$ cat src/rtl/oac_defs.vh
/*
 * Constants for the oscillator source and auxiliary PLL control block:
 * APB register offsets, field positions, reset values and timing counts.
 * Assumes inclusion by bare name from the rtl files of this block.
 */
`ifndef OAC_DEFS_VH
`define OAC_DEFS_VH

// Register byte offsets
`define OAC_OFS_CTRL 12'h000
`define OAC_OFS_AUX_CTRL 12'h004
`define OAC_OFS_AUX_DIV 12'h008
`define OAC_OFS_TRIM 12'h00C
`define OAC_OFS_STATUS 12'h010
`define OAC_OFS_CONFIG 12'h014

// Control register fields
`define OAC_CTRL_REQ_BIT 0
`define OAC_CTRL_NEW_LSB 8
`define OAC_CTRL_CUR_LSB 12
`define OAC_CTRL_LOCK_BIT 5

// Auxiliary control fields
`define OAC_AUX_EN_BIT 15
`define OAC_AUX_SRC_BIT 8
`define OAC_AUX_PRE_LSB 0

// Auxiliary divider fields
`define OAC_AUX_FB_LSB 0
`define OAC_AUX_POST1_LSB 8
`define OAC_AUX_POST2_LSB 12

// Source selection codes
`define OAC_SRC_FRC 3'h0
`define OAC_SRC_FRC_PLL 3'h1
`define OAC_SRC_PRI 3'h2
`define OAC_SRC_PRI_PLL 3'h3
`define OAC_SRC_RSVD 3'h4
`define OAC_SRC_LOW_POWER_RC_OSC 3'h5
`define OAC_SRC_BACKUP_FAST_RC_OSC 3'h6
`define OAC_SRC_FRC_DIV 3'h7

// Primary mode codes
`define OAC_PRI_EXT 2'h0
`define OAC_PRI_MED 2'h1
`define OAC_PRI_HIGH 2'h2

// Reset values
`define OAC_RST_AUX_PRE 4'h1
`define OAC_RST_AUX_FB 8'h96
`define OAC_RST_POST 3'h1

// Timing
`define OAC_PCLK_MHZ 20
`define OAC_LOCK_TIME_US 100
`define OAC_LOCK_CYCLES (`OAC_LOCK_TIME_US * `OAC_PCLK_MHZ)
`define OAC_SWITCH_SETTLE 4

`endif

$ cat src/rtl/oac_clk_switch.v
/*
 * Glitch-free switch between two clock selections, modelled as a
 * handshake: the old source stays current until the new one is ready.
 * Assumes source-ready levels are synchronous to pclk.
 */
`timescale 1ns/10ps
`default_nettype none

module oac_clk_switch #(
    parameter SETTLE = 4
) (
    // Clock and reset
    input wire pclk,
    input wire presetn,
    // Request
    input wire start,
    input wire [2:0] target,
    input wire target_ready,
    // Result
    output reg [2:0] current,
    output reg busy,
    output reg done
);

reg [3:0] settle_reg;

always @(posedge pclk or negedge presetn) begin
    if (!presetn) begin
        current <= 3'h7;
        busy <= 1'b0;
        done <= 1'b0;
        settle_reg <= 4'h0;
    end else begin
        done <= 1'b0;
        if (start && !busy) begin
            busy <= 1'b1;
            settle_reg <= SETTLE[3:0];
        end else if (busy) begin
            if (!target_ready) begin
                settle_reg <= SETTLE[3:0];
            end else if (settle_reg != 4'h0) begin
                settle_reg <= settle_reg - 4'h1;
            end else begin
                current <= target;
                busy <= 1'b0;
                done <= 1'b1;
            end
        end
    end
end

endmodule

`default_nettype wire

$ cat src/rtl/oac_top.v
/*
 * Oscillator source and auxiliary PLL control: APB registers, power-on
 * source decode, clock switch request, lock status, auxiliary PLL
 * enable and frequency arithmetic, instruction clock and low-power RC
 * oscillator policy. Assumes analog sources are represented by ready
 * levels synchronous to pclk and straps stable while presetn is high.
 */
`timescale 1ns/10ps
`default_nettype none
`include "oac_defs.vh"

////////////////////////////////////////////////////////////////////////
module oac_top #(
    parameter LOCK_CYCLES = `OAC_LOCK_CYCLES,
    parameter [2:0] ERASED_SOURCE = `OAC_SRC_FRC_DIV
) (
    // APB
    input wire pclk,
    input wire presetn,
    input wire psel,
    input wire penable,
    input wire pwrite,
    input wire [11:0] paddr,
    input wire [31:0] pwdata,
    output reg [31:0] prdata,
    output reg pready,
    output reg pslverr,
    // Configuration straps
    input wire cfg_programmed,
    input wire [2:0] poweron_source_select,
    input wire [1:0] primary_mode_select,
    input wire output_pin_function_select,
    // System status
    input wire sleep_mode,
    input wire failsafe_monitor_en,
    input wire watchdog_en,
    input wire powerup_timer_done,
    input wire pll_locked,
    input wire primary_osc_ready,
    input wire aux_pll_clk_request,
    // Clock control outputs
    output reg [2:0] current_source,
    output reg [1:0] primary_osc_mode,
    output reg instr_clk,
    output reg crystal_output_pin_o,
    output reg crystal_output_pin_oe,
    output reg low_power_rc_osc_en,
    output reg [5:0] fast_rc_trim,
    output reg aux_pll_run,
    output reg aux_pll_from_fast_rc
);

reg [2:0] new_source_select_reg;
reg switch_request_reg;
reg aux_pll_enable_reg;
reg aux_pll_source_select_reg;
reg [3:0] aux_pll_prescaler_reg;
reg [7:0] aux_pll_feedback_divider_reg;
reg [2:0] aux_pll_postscaler_one_reg;
reg [2:0] aux_pll_postscaler_two_reg;
reg [2:0] strap_source_reg;
reg strap_taken_reg;
reg [31:0] lock_count_reg;
reg lock_reg;
reg sys_div_reg;
wire [2:0] sw_current;
wire sw_busy;
wire sw_done;
wire target_ready;
wire crystal_mode;
wire pin_free;
wire wr_en;
wire rd_en;
wire [11:0] aux_vco_ratio;
reg [31:0] rdata_next;

////////////////////////////////////////////////////////////////////////
// Clock switch handshake

assign wr_en = psel && penable && pwrite && pready;
assign rd_en = psel && !penable && !pwrite;
assign crystal_mode = (primary_mode_select == `OAC_PRI_MED) ||
    (primary_mode_select == `OAC_PRI_HIGH);
assign target_ready = ((new_source_select_reg != `OAC_SRC_PRI) &&
    (new_source_select_reg != `OAC_SRC_PRI_PLL)) || primary_osc_ready;

// Done blocks a restart while the finished request is still being cleared
oac_clk_switch #(
    .SETTLE(`OAC_SWITCH_SETTLE)
) u_switch (
    .pclk(pclk),
    .presetn(presetn),
    .start(switch_request_reg && strap_taken_reg && !sw_done),
    .target(new_source_select_reg),
    .target_ready(target_ready),
    .current(sw_current),
    .busy(sw_busy),
    .done(sw_done)
);

////////////////////////////////////////////////////////////////////////
// Registers

always @(posedge pclk or negedge presetn) begin
    if (!presetn) begin
        new_source_select_reg <= `OAC_SRC_FRC_DIV;
        switch_request_reg <= 1'b0;
        aux_pll_enable_reg <= 1'b0;
        aux_pll_source_select_reg <= 1'b0;
        aux_pll_prescaler_reg <= `OAC_RST_AUX_PRE;
        aux_pll_feedback_divider_reg <= `OAC_RST_AUX_FB;
        aux_pll_postscaler_one_reg <= `OAC_RST_POST;
        aux_pll_postscaler_two_reg <= `OAC_RST_POST;
        fast_rc_trim <= 6'h00;
        strap_source_reg <= `OAC_SRC_FRC_DIV;
        strap_taken_reg <= 1'b0;
    end else begin
        // Straps are caught once, after reset release
        if (!strap_taken_reg) begin
            strap_taken_reg <= 1'b1;
            strap_source_reg <= cfg_programmed ? poweron_source_select : ERASED_SOURCE;
            new_source_select_reg <= cfg_programmed ? poweron_source_select : ERASED_SOURCE;
            switch_request_reg <= 1'b1;
        end
        if (sw_done) begin
            switch_request_reg <= 1'b0;
        end
        if (wr_en) begin
            case (paddr)
                `OAC_OFS_CTRL: begin
                    if (!sw_busy) begin
                        new_source_select_reg <= pwdata[`OAC_CTRL_NEW_LSB +: 3];
                    end
                    // A new request wins over a completion in the same cycle
                    if (pwdata[`OAC_CTRL_REQ_BIT]) begin
                        switch_request_reg <= 1'b1;
                    end
                end
                `OAC_OFS_AUX_CTRL: begin
                    aux_pll_enable_reg <= pwdata[`OAC_AUX_EN_BIT];
                    aux_pll_source_select_reg <= pwdata[`OAC_AUX_SRC_BIT];
                    aux_pll_prescaler_reg <= pwdata[`OAC_AUX_PRE_LSB +: 4];
                end
                `OAC_OFS_AUX_DIV: begin
                    aux_pll_feedback_divider_reg <= pwdata[`OAC_AUX_FB_LSB +: 8];
                    aux_pll_postscaler_one_reg <= pwdata[`OAC_AUX_POST1_LSB +: 3];
                    aux_pll_postscaler_two_reg <= pwdata[`OAC_AUX_POST2_LSB +: 3];
                end
                `OAC_OFS_TRIM: begin
                    fast_rc_trim <= pwdata[5:0];
                end
                default: begin
                end
            endcase
        end
    end
end

////////////////////////////////////////////////////////////////////////
// Lock status: start-up timer restarts whenever PLL is not current

always @(posedge pclk or negedge presetn) begin
    if (!presetn) begin
        lock_count_reg <= 32'h0;
        lock_reg <= 1'b0;
    end else begin
        if (!((sw_current == `OAC_SRC_FRC_PLL) || (sw_current == `OAC_SRC_PRI_PLL))) begin
            lock_count_reg <= 32'h0;
            lock_reg <= 1'b0;
        end else if (pll_locked || (lock_count_reg >= LOCK_CYCLES - 1)) begin
            lock_reg <= 1'b1;
        end else begin
            lock_count_reg <= lock_count_reg + 32'h1;
        end
    end
end

////////////////////////////////////////////////////////////////////////
// Clock outputs and oscillator policy

assign pin_free = output_pin_function_select && !crystal_mode;
assign aux_vco_ratio = {4'h0, aux_pll_feedback_divider_reg};

always @(posedge pclk or negedge presetn) begin
    if (!presetn) begin
        current_source <= `OAC_SRC_FRC_DIV;
        primary_osc_mode <= `OAC_PRI_EXT;
        sys_div_reg <= 1'b0;
        instr_clk <= 1'b0;
        crystal_output_pin_o <= 1'b0;
        crystal_output_pin_oe <= 1'b0;
        low_power_rc_osc_en <= 1'b1;
        aux_pll_run <= 1'b0;
        aux_pll_from_fast_rc <= 1'b0;
    end else begin
        // reserved code runs as fast RC
        current_source <= (sw_current == `OAC_SRC_RSVD) ? `OAC_SRC_FRC : sw_current;
        primary_osc_mode <= primary_mode_select;
        sys_div_reg <= ~sys_div_reg;
        instr_clk <= sys_div_reg;
        crystal_output_pin_oe <= pin_free;
        crystal_output_pin_o <= pin_free & sys_div_reg;
        if (sleep_mode) begin
            low_power_rc_osc_en <= 1'b0;
        end else begin
            low_power_rc_osc_en <= failsafe_monitor_en || watchdog_en ||
                (sw_current == `OAC_SRC_LOW_POWER_RC_OSC) || !powerup_timer_done;
        end
        aux_pll_run <= aux_pll_enable_reg && aux_pll_clk_request;
        aux_pll_from_fast_rc <= aux_pll_source_select_reg;
    end
end

////////////////////////////////////////////////////////////////////////
// APB slave: zero wait states, unmapped addresses flag an error

always @* begin
    rdata_next = 32'h0;
    case (paddr)
        `OAC_OFS_CTRL: begin
            rdata_next[`OAC_CTRL_CUR_LSB +: 3] = sw_current;
            rdata_next[`OAC_CTRL_NEW_LSB +: 3] = new_source_select_reg;
            rdata_next[`OAC_CTRL_LOCK_BIT] = lock_reg;
            rdata_next[`OAC_CTRL_REQ_BIT] = switch_request_reg;
        end
        `OAC_OFS_AUX_CTRL: begin
            rdata_next[`OAC_AUX_EN_BIT] = aux_pll_enable_reg;
            rdata_next[`OAC_AUX_SRC_BIT] = aux_pll_source_select_reg;
            rdata_next[`OAC_AUX_PRE_LSB +: 4] = aux_pll_prescaler_reg;
        end
        `OAC_OFS_AUX_DIV: begin
            rdata_next[`OAC_AUX_FB_LSB +: 8] = aux_pll_feedback_divider_reg;
            rdata_next[`OAC_AUX_POST1_LSB +: 3] = aux_pll_postscaler_one_reg;
            rdata_next[`OAC_AUX_POST2_LSB +: 3] = aux_pll_postscaler_two_reg;
        end
        `OAC_OFS_TRIM: begin
            rdata_next[5:0] = fast_rc_trim;
        end
        `OAC_OFS_STATUS: begin
            // ratio terms: VCO = in*fb/pre, out = VCO/(p1*p2)
            rdata_next[11:0] = aux_vco_ratio;
            rdata_next[15:12] = aux_pll_prescaler_reg;
            rdata_next[21:16] = {3'h0, aux_pll_postscaler_one_reg} *
                {3'h0, aux_pll_postscaler_two_reg};
            rdata_next[24] = aux_pll_run;
            rdata_next[25] = low_power_rc_osc_en;
            rdata_next[26] = sw_busy;
        end
        `OAC_OFS_CONFIG: begin
            rdata_next[2:0] = strap_source_reg;
            rdata_next[5:4] = primary_mode_select;
            rdata_next[8] = output_pin_function_select;
        end
        default: begin
            rdata_next = 32'h0;
        end
    endcase
end

always @(posedge pclk or negedge presetn) begin
    if (!presetn) begin
        prdata <= 32'h0;
        pready <= 1'b0;
        pslverr <= 1'b0;
    end else begin
        pready <= psel && !penable;
        pslverr <= psel && !penable && (paddr > `OAC_OFS_CONFIG || paddr[1:0] != 2'h0);
        if (rd_en) begin
            prdata <= rdata_next;
        end
    end
end

endmodule

`default_nettype wire

$ cat config.mk
export PLATFORM = sky130hd
export DESIGN_NAME = oac_top
export DESIGN_NICKNAME = d
export VERILOG_FILES = /design/src/rtl/oac_clk_switch.v /design/src/rtl/oac_top.v
export VERILOG_INCLUDE_DIRS = /design/src /design/src/rtl
export SDC_FILE = /design/constraint.sdc
export NUM_CORES = 1
export LEC_CHECK = 0
export ABC_AREA = 1
export ABC_CLOCK_PERIOD_IN_PS = 2500
export BUFFER_PORTS_ARGS = -buffer_cell sky130_fd_sc_hd__clkbuf_2
export CAP_MARGIN = 20
export CORE_MARGIN = 1
export CORE_UTILIZATION = 50
export CTS_BUF_LIST = sky130_fd_sc_hd__clkbuf_2 sky130_fd_sc_hd__clkbuf_4 sky130_fd_sc_hd__clkbuf_8
export DETAILED_ROUTE_END_ITERATION = 7
export PLACE_DENSITY = 0.82
export SLEW_MARGIN = 10
export SYNTH_ARGS = -nofsm -noshare
export SYNTH_HDL_FRONTEND = slang
export SYNTH_SLANG_ARGS = --single-unit
export TNS_END_PERCENT = 100
$ cat constraint.sdc
create_clock -name pclk -period 2.5 [get_ports pclk]
set_input_delay 0.25 -clock pclk [delete_from_list [all_inputs] [get_ports pclk]]
set_output_delay 0.25 -clock pclk [all_outputs]
set_load 0.02 [all_outputs]
## Word level (Yosys, flattened, before mapping)

Cells that the tools add are included.

- Add/subtract/negate cells: 2
- Multiply operators: 1
- $lt $le $gt $ge: 2
- Equal/unequal tests: 16
- Multiplexer cells: 40
- Bitwise gates (word level): 4
- Reductions and logical operators: 36

Operators with widths:

| cell | number |
|---|---|
| $mux W32 | 2 |
| $add A32 B1 Y32 const B | 1 |
| $ge A32 B11 Y1 const B | 1 |
| $eq A12 B4 Y1 const B | 2 |
| $eq A12 B5 Y1 const B | 2 |
| $mux W3 | 7 |
| $mux W1 | 16 |
| $mux W4 | 4 |
| $eq A12 B3 Y1 const B | 1 |
| $gt A12 B5 Y1 const B | 1 |
| $logic_and A1 B1 Y1 | 12 |
| $logic_not A12 Y1 | 1 |
| $pmux W3 S3 | 1 |
| $logic_or A1 B1 Y1 | 8 |
| $pmux W1 S4 | 2 |
| $pmux W2 S4 | 1 |
| $reduce_and A2 Y1 | 4 |
| $eq A3 B3 Y1 const B | 2 |
| $logic_not A1 Y1 | 6 |
| $mul A3 B3 Y6 | 1 |
| $mux W6 | 1 |
| $ne A3 B2 Y1 const B | 2 |
| $pmux W1 S3 | 2 |
| $pmux W1 S5 | 1 |
| other kinds (17) | 20 |

- Register bits after elaboration: 114
- Input port bits: 63
- Output and inout bits: 51
- Logic and storage cells: 130

## Longest topological paths before layout

- Word-level depth: 6
- Depth in mapped cells: 11
- Mapped depth without buffers: 10

## Modules after synthesis

From an unflattened synthesis, not the netlist that was laid out.

- Cell total of the unflattened synthesis: 643
- Area, all modules: 5542.8 µm²

Modules (own cells, without submodules):

| module | instances | cells an instance | area each (µm²) | seq. area each (µm²) |
|---|---|---|---|---|
| oac_top | 1 | 593 | 5109.9 | 2648.8 |
| oac_clk_switch | 1 | 50 | 432.9 | 229.0 |

## Least setup slack after synthesis

Ideal clock, no wire load.

- Path kind: reg2reg
- From: register aux_pll_postscaler_one_reg[0]
- To: register prdata[20]
- Setup time: 0.083 ns
- Data arrival time: 2.004 ns
- Required time: 2.417 ns
- Slack: 0.413 ns
- Cell stages (with the launch flop): 8
- Buffers on the path: 0
- Clock period less this slack: 2.087 ns
- Cell sequence: dfstp_2 > nand2_1 > fa_1 > inv_1 > ha_1 > fa_1 > xnor2_1 > o21ai_0

- Word-level cells in the longest chain between the ends: 2

Ends and longest elaborated chain:

| element | RTL line | RTL |
|---|---|---|
| from (decl) | oac_top.v:59 | `reg [2:0] aux_pll_postscaler_one_reg;` |
| from (signal assigned) | oac_top.v:112 | `` aux_pll_postscaler_one_reg <= `OAC_RST_POST; `` |
| from (signal assigned) | oac_top.v:146 | `` aux_pll_postscaler_one_reg <= pwdata[`OAC_AUX_POST1_LSB +: 3]; `` |
| $mul A3 B3 Y6 | oac_top.v:243 | `rdata_next[21:16] = {3'h0, aux_pll_postscaler_one_reg} *` |
| $mux W6 | oac_top.v:219 | `case (paddr)` |
| to (signal assigned) | oac_top.v:269 | `prdata <= rdata_next;` |
| to (decl) | oac_top.v:25 | `output reg [31:0] prdata,` |

No other way between the ends.
A chain may end at the register's enable or synchronous reset.

## Worst setup path after layout

Same ends and word-level chain as after synthesis.

==> results_dict.tcl <==
set metrics [dict create \
    fin_util_pct 61.6 \
    worstPathArrival_ps 2570 \
    drc 0 \
    drv_cap 0 \
    cp-start-kind "flip-flop" \
    grt_max_degree 50 \
    cts_resized 0 \
    syn_inst 643 \
    num_rows 37 \
    htree_levels 4 \
    ir_drop_mv 0.375 \
    nNetsFinal 815 \
    dr.first_iter.drc_count 380 \
    finClkSkew_ps 9.62 \
    worstSetupEndpointType "flip-flop" \
    syn-cell-area_um2 5470 \
    grt_use_met3_pct 6.14 \
    synth.distinct_cells 40 \
    reg2reg_depth 7 \
    cts_tree "built" \
    avgSynthCellArea_um2 8.50 \
    grt_pass1_wl_um 21300 \
    preCtsSetupSlack_ps 254 \
    num_vias 4654 \
    regArea_um2 2880 \
    worstHoldStart "pwdata[4]" \
    fillers 882 \
    wl_um 12600 \
    io_pins 114 \
    antenna_found_initial 0 \
    grt_overflow 0 \
    setup-violations-final 0 \
    gp_congestion 0.938 \
    synth_edf_count 0 \
    clockBufferDepth 2 \
    antennaDiodeCount 0 \
    hold_viol 0 \
    die_y_um 107 \
    fmax_mhz 444 \
    mostFrequentLayoutCells "nand2_1, dfrtp_1, inv_1, clkbuf_2, nand3_1" \
    ctsHoldBuffers 6 \
    rrSetupSlack_ps 250 \
    drv_slew 0 \
    whs_ps 19.2 \
    criticalPathCategory "flip-flop to flip-flop" \
    drive_gt1_share_pct 23.4 \
    place_hpwl_um 9080 \
    p_leak_nw 3.51 \
    grt_usage_pct 24.1 \
    drtAntennaViolNets 0 \
    hold_path_end "aux_pll_feedback_divider_reg[4]" \
    fp.dieArea_um2 11400 \
    power_density_nw_per_um2 693 \
    post-route-period-util_pct 90.0 \
    worst_pin_slew_ps 656 \
    reg2reg_to "prdata[20]" \
    area_growth_pct 17.8 \
    tns_ps 0 \
    seq_area_frac_synth_pct 52.6 \
    insertion_delay_ps 440 \
    drt-pass1-iter-count 5 \
    path_clk_slew_ps 70 \
    cp.required_ps 2820 \
    die_x_um 107 \
    async_flop_share_pct 100 \
    cp_max_fo 5 \
    vias_per_cell 5.22 \
    ys_ff_latch 114 \
    grtUsageMet2_pct 37.1 \
    worst_slack_ps 250 \
    multi_input_area_um2 2090 \
    numCtsBuffers 17 \
    rsz0062_at_grt "false" \
    core_area_um2 10500 \
    grtUsageMet1_pct 31.7 \
    port_buffers 88 \
    min_path_cells 3 \
    largest_register_ffs 32 \
    wire_per_inst_um 14.1 \
    synth_warnings 0 \
    clock-sinks 114 \
    outcome "finished clean" \
    grt_pass1_vias 4591 \
    clockRootBuffer "clkbuf_8" \
    layout_commonest_cell "nand2_1" \
    slew-limit-headroom_pct 56.2 \
    hold_path.class "input pin to flip-flop" \
    reg2reg_from "aux_pll_postscaler_one_reg[0]" \
    synth-main-ff-cell "dfrtp_1" \
    top_usage_layer "met2" \
    post-cts-setup-buffer-count 0 \
    final.min_clock_period_ps 2250 \
    start_util_pct 52.3 \
]
[kinds of logic after synthesis]
| logic type | share of synthesized area, % |
|---|---|
| other cells | 0.137 |
| fa+ha+maj | 2.56 |
| flops | 52.6 |
| buf+inv | 9.57 |
| compound gates | 6.25 |
| simple gates | 27.6 |
| xor+xnor | 1.28 |
[cell usage after synthesis, types with 9 or more instances]
library cell / n / area share (%)
nand2_1: 162 / 11
dfrtp_1: 94 / 43
inv_1: 92 / 6.3
nand3_1: 68 / 6.2
nor2_1: 51 / 3.5
dfstp_2: 20 / 9.6
o21ai_1: 20 / 1.8
nand4_1: 15 / 1.7
o21ai_0: 14 / 1.3
buf_4: 9 / 1.2
clkbuf_1: 9 / 0.62
[cell type report]
class	count	area share, %
multi-input combinational	414	32.5
clock buffer	27	5.18
sequential	114	44.7
timing repair buffer	99	8.58
clock inverter	5	0.816
tap	136	2.64
inverter	96	5.63
[layer usage]
layer | up-vias | wire [µm]
li1 | 2215 | -
met4 | 0 | 374
met3 | 36 | 821
met2 | 187 | 5940
met1 | 2216 | 5430
met5 | - | 0
[critical path, stage by stage (launching register included)]
cell and delay [ps]:
dfstp_2 570, nand2_1 100, fa_1 540, inv_1 40
ha_1 210, fa_1 390, xnor2_1 170, o21ai_0 110
[per-stage QoR]
step	power, W	instance area, µm²	cells
after floorplan	0.00259	5490	650
after global placement	0.00278	6000	853
after detailed placement	0.00282	6000	853
after CTS	0.00448	6440	891
after global routing	0.00467	6440	891
final	0.00446	6440	891
[how the worst max path moves through the flow]
stage	start	end	slack (ps)
4_1_cts	aux_pll_postscaler_one_reg[0]	prdata[20]	250
3_5_place_dp	aux_pll_postscaler_one_reg[0]	prdata[20]	250
5_1_grt	aux_pll_postscaler_one_reg[0]	prdata[20]	130
3_3_place_gp	aux_pll_postscaler_one_reg[0]	prdata[20]	360
2_1_floorplan	aux_pll_postscaler_one_reg[0]	prdata[20]	410
6_report	aux_pll_postscaler_one_reg[0]	prdata[20]	250
[power breakdown]
group / switching [W] / leakage, nW / internal, W
logic: 0.000489 / 1.82 / 0.000207
registers: 0.0000851 / 1.48 / 0.00202
clock network: 0.000707 / 0.205 / 0.000952
(Power assumes the default switching activity.)
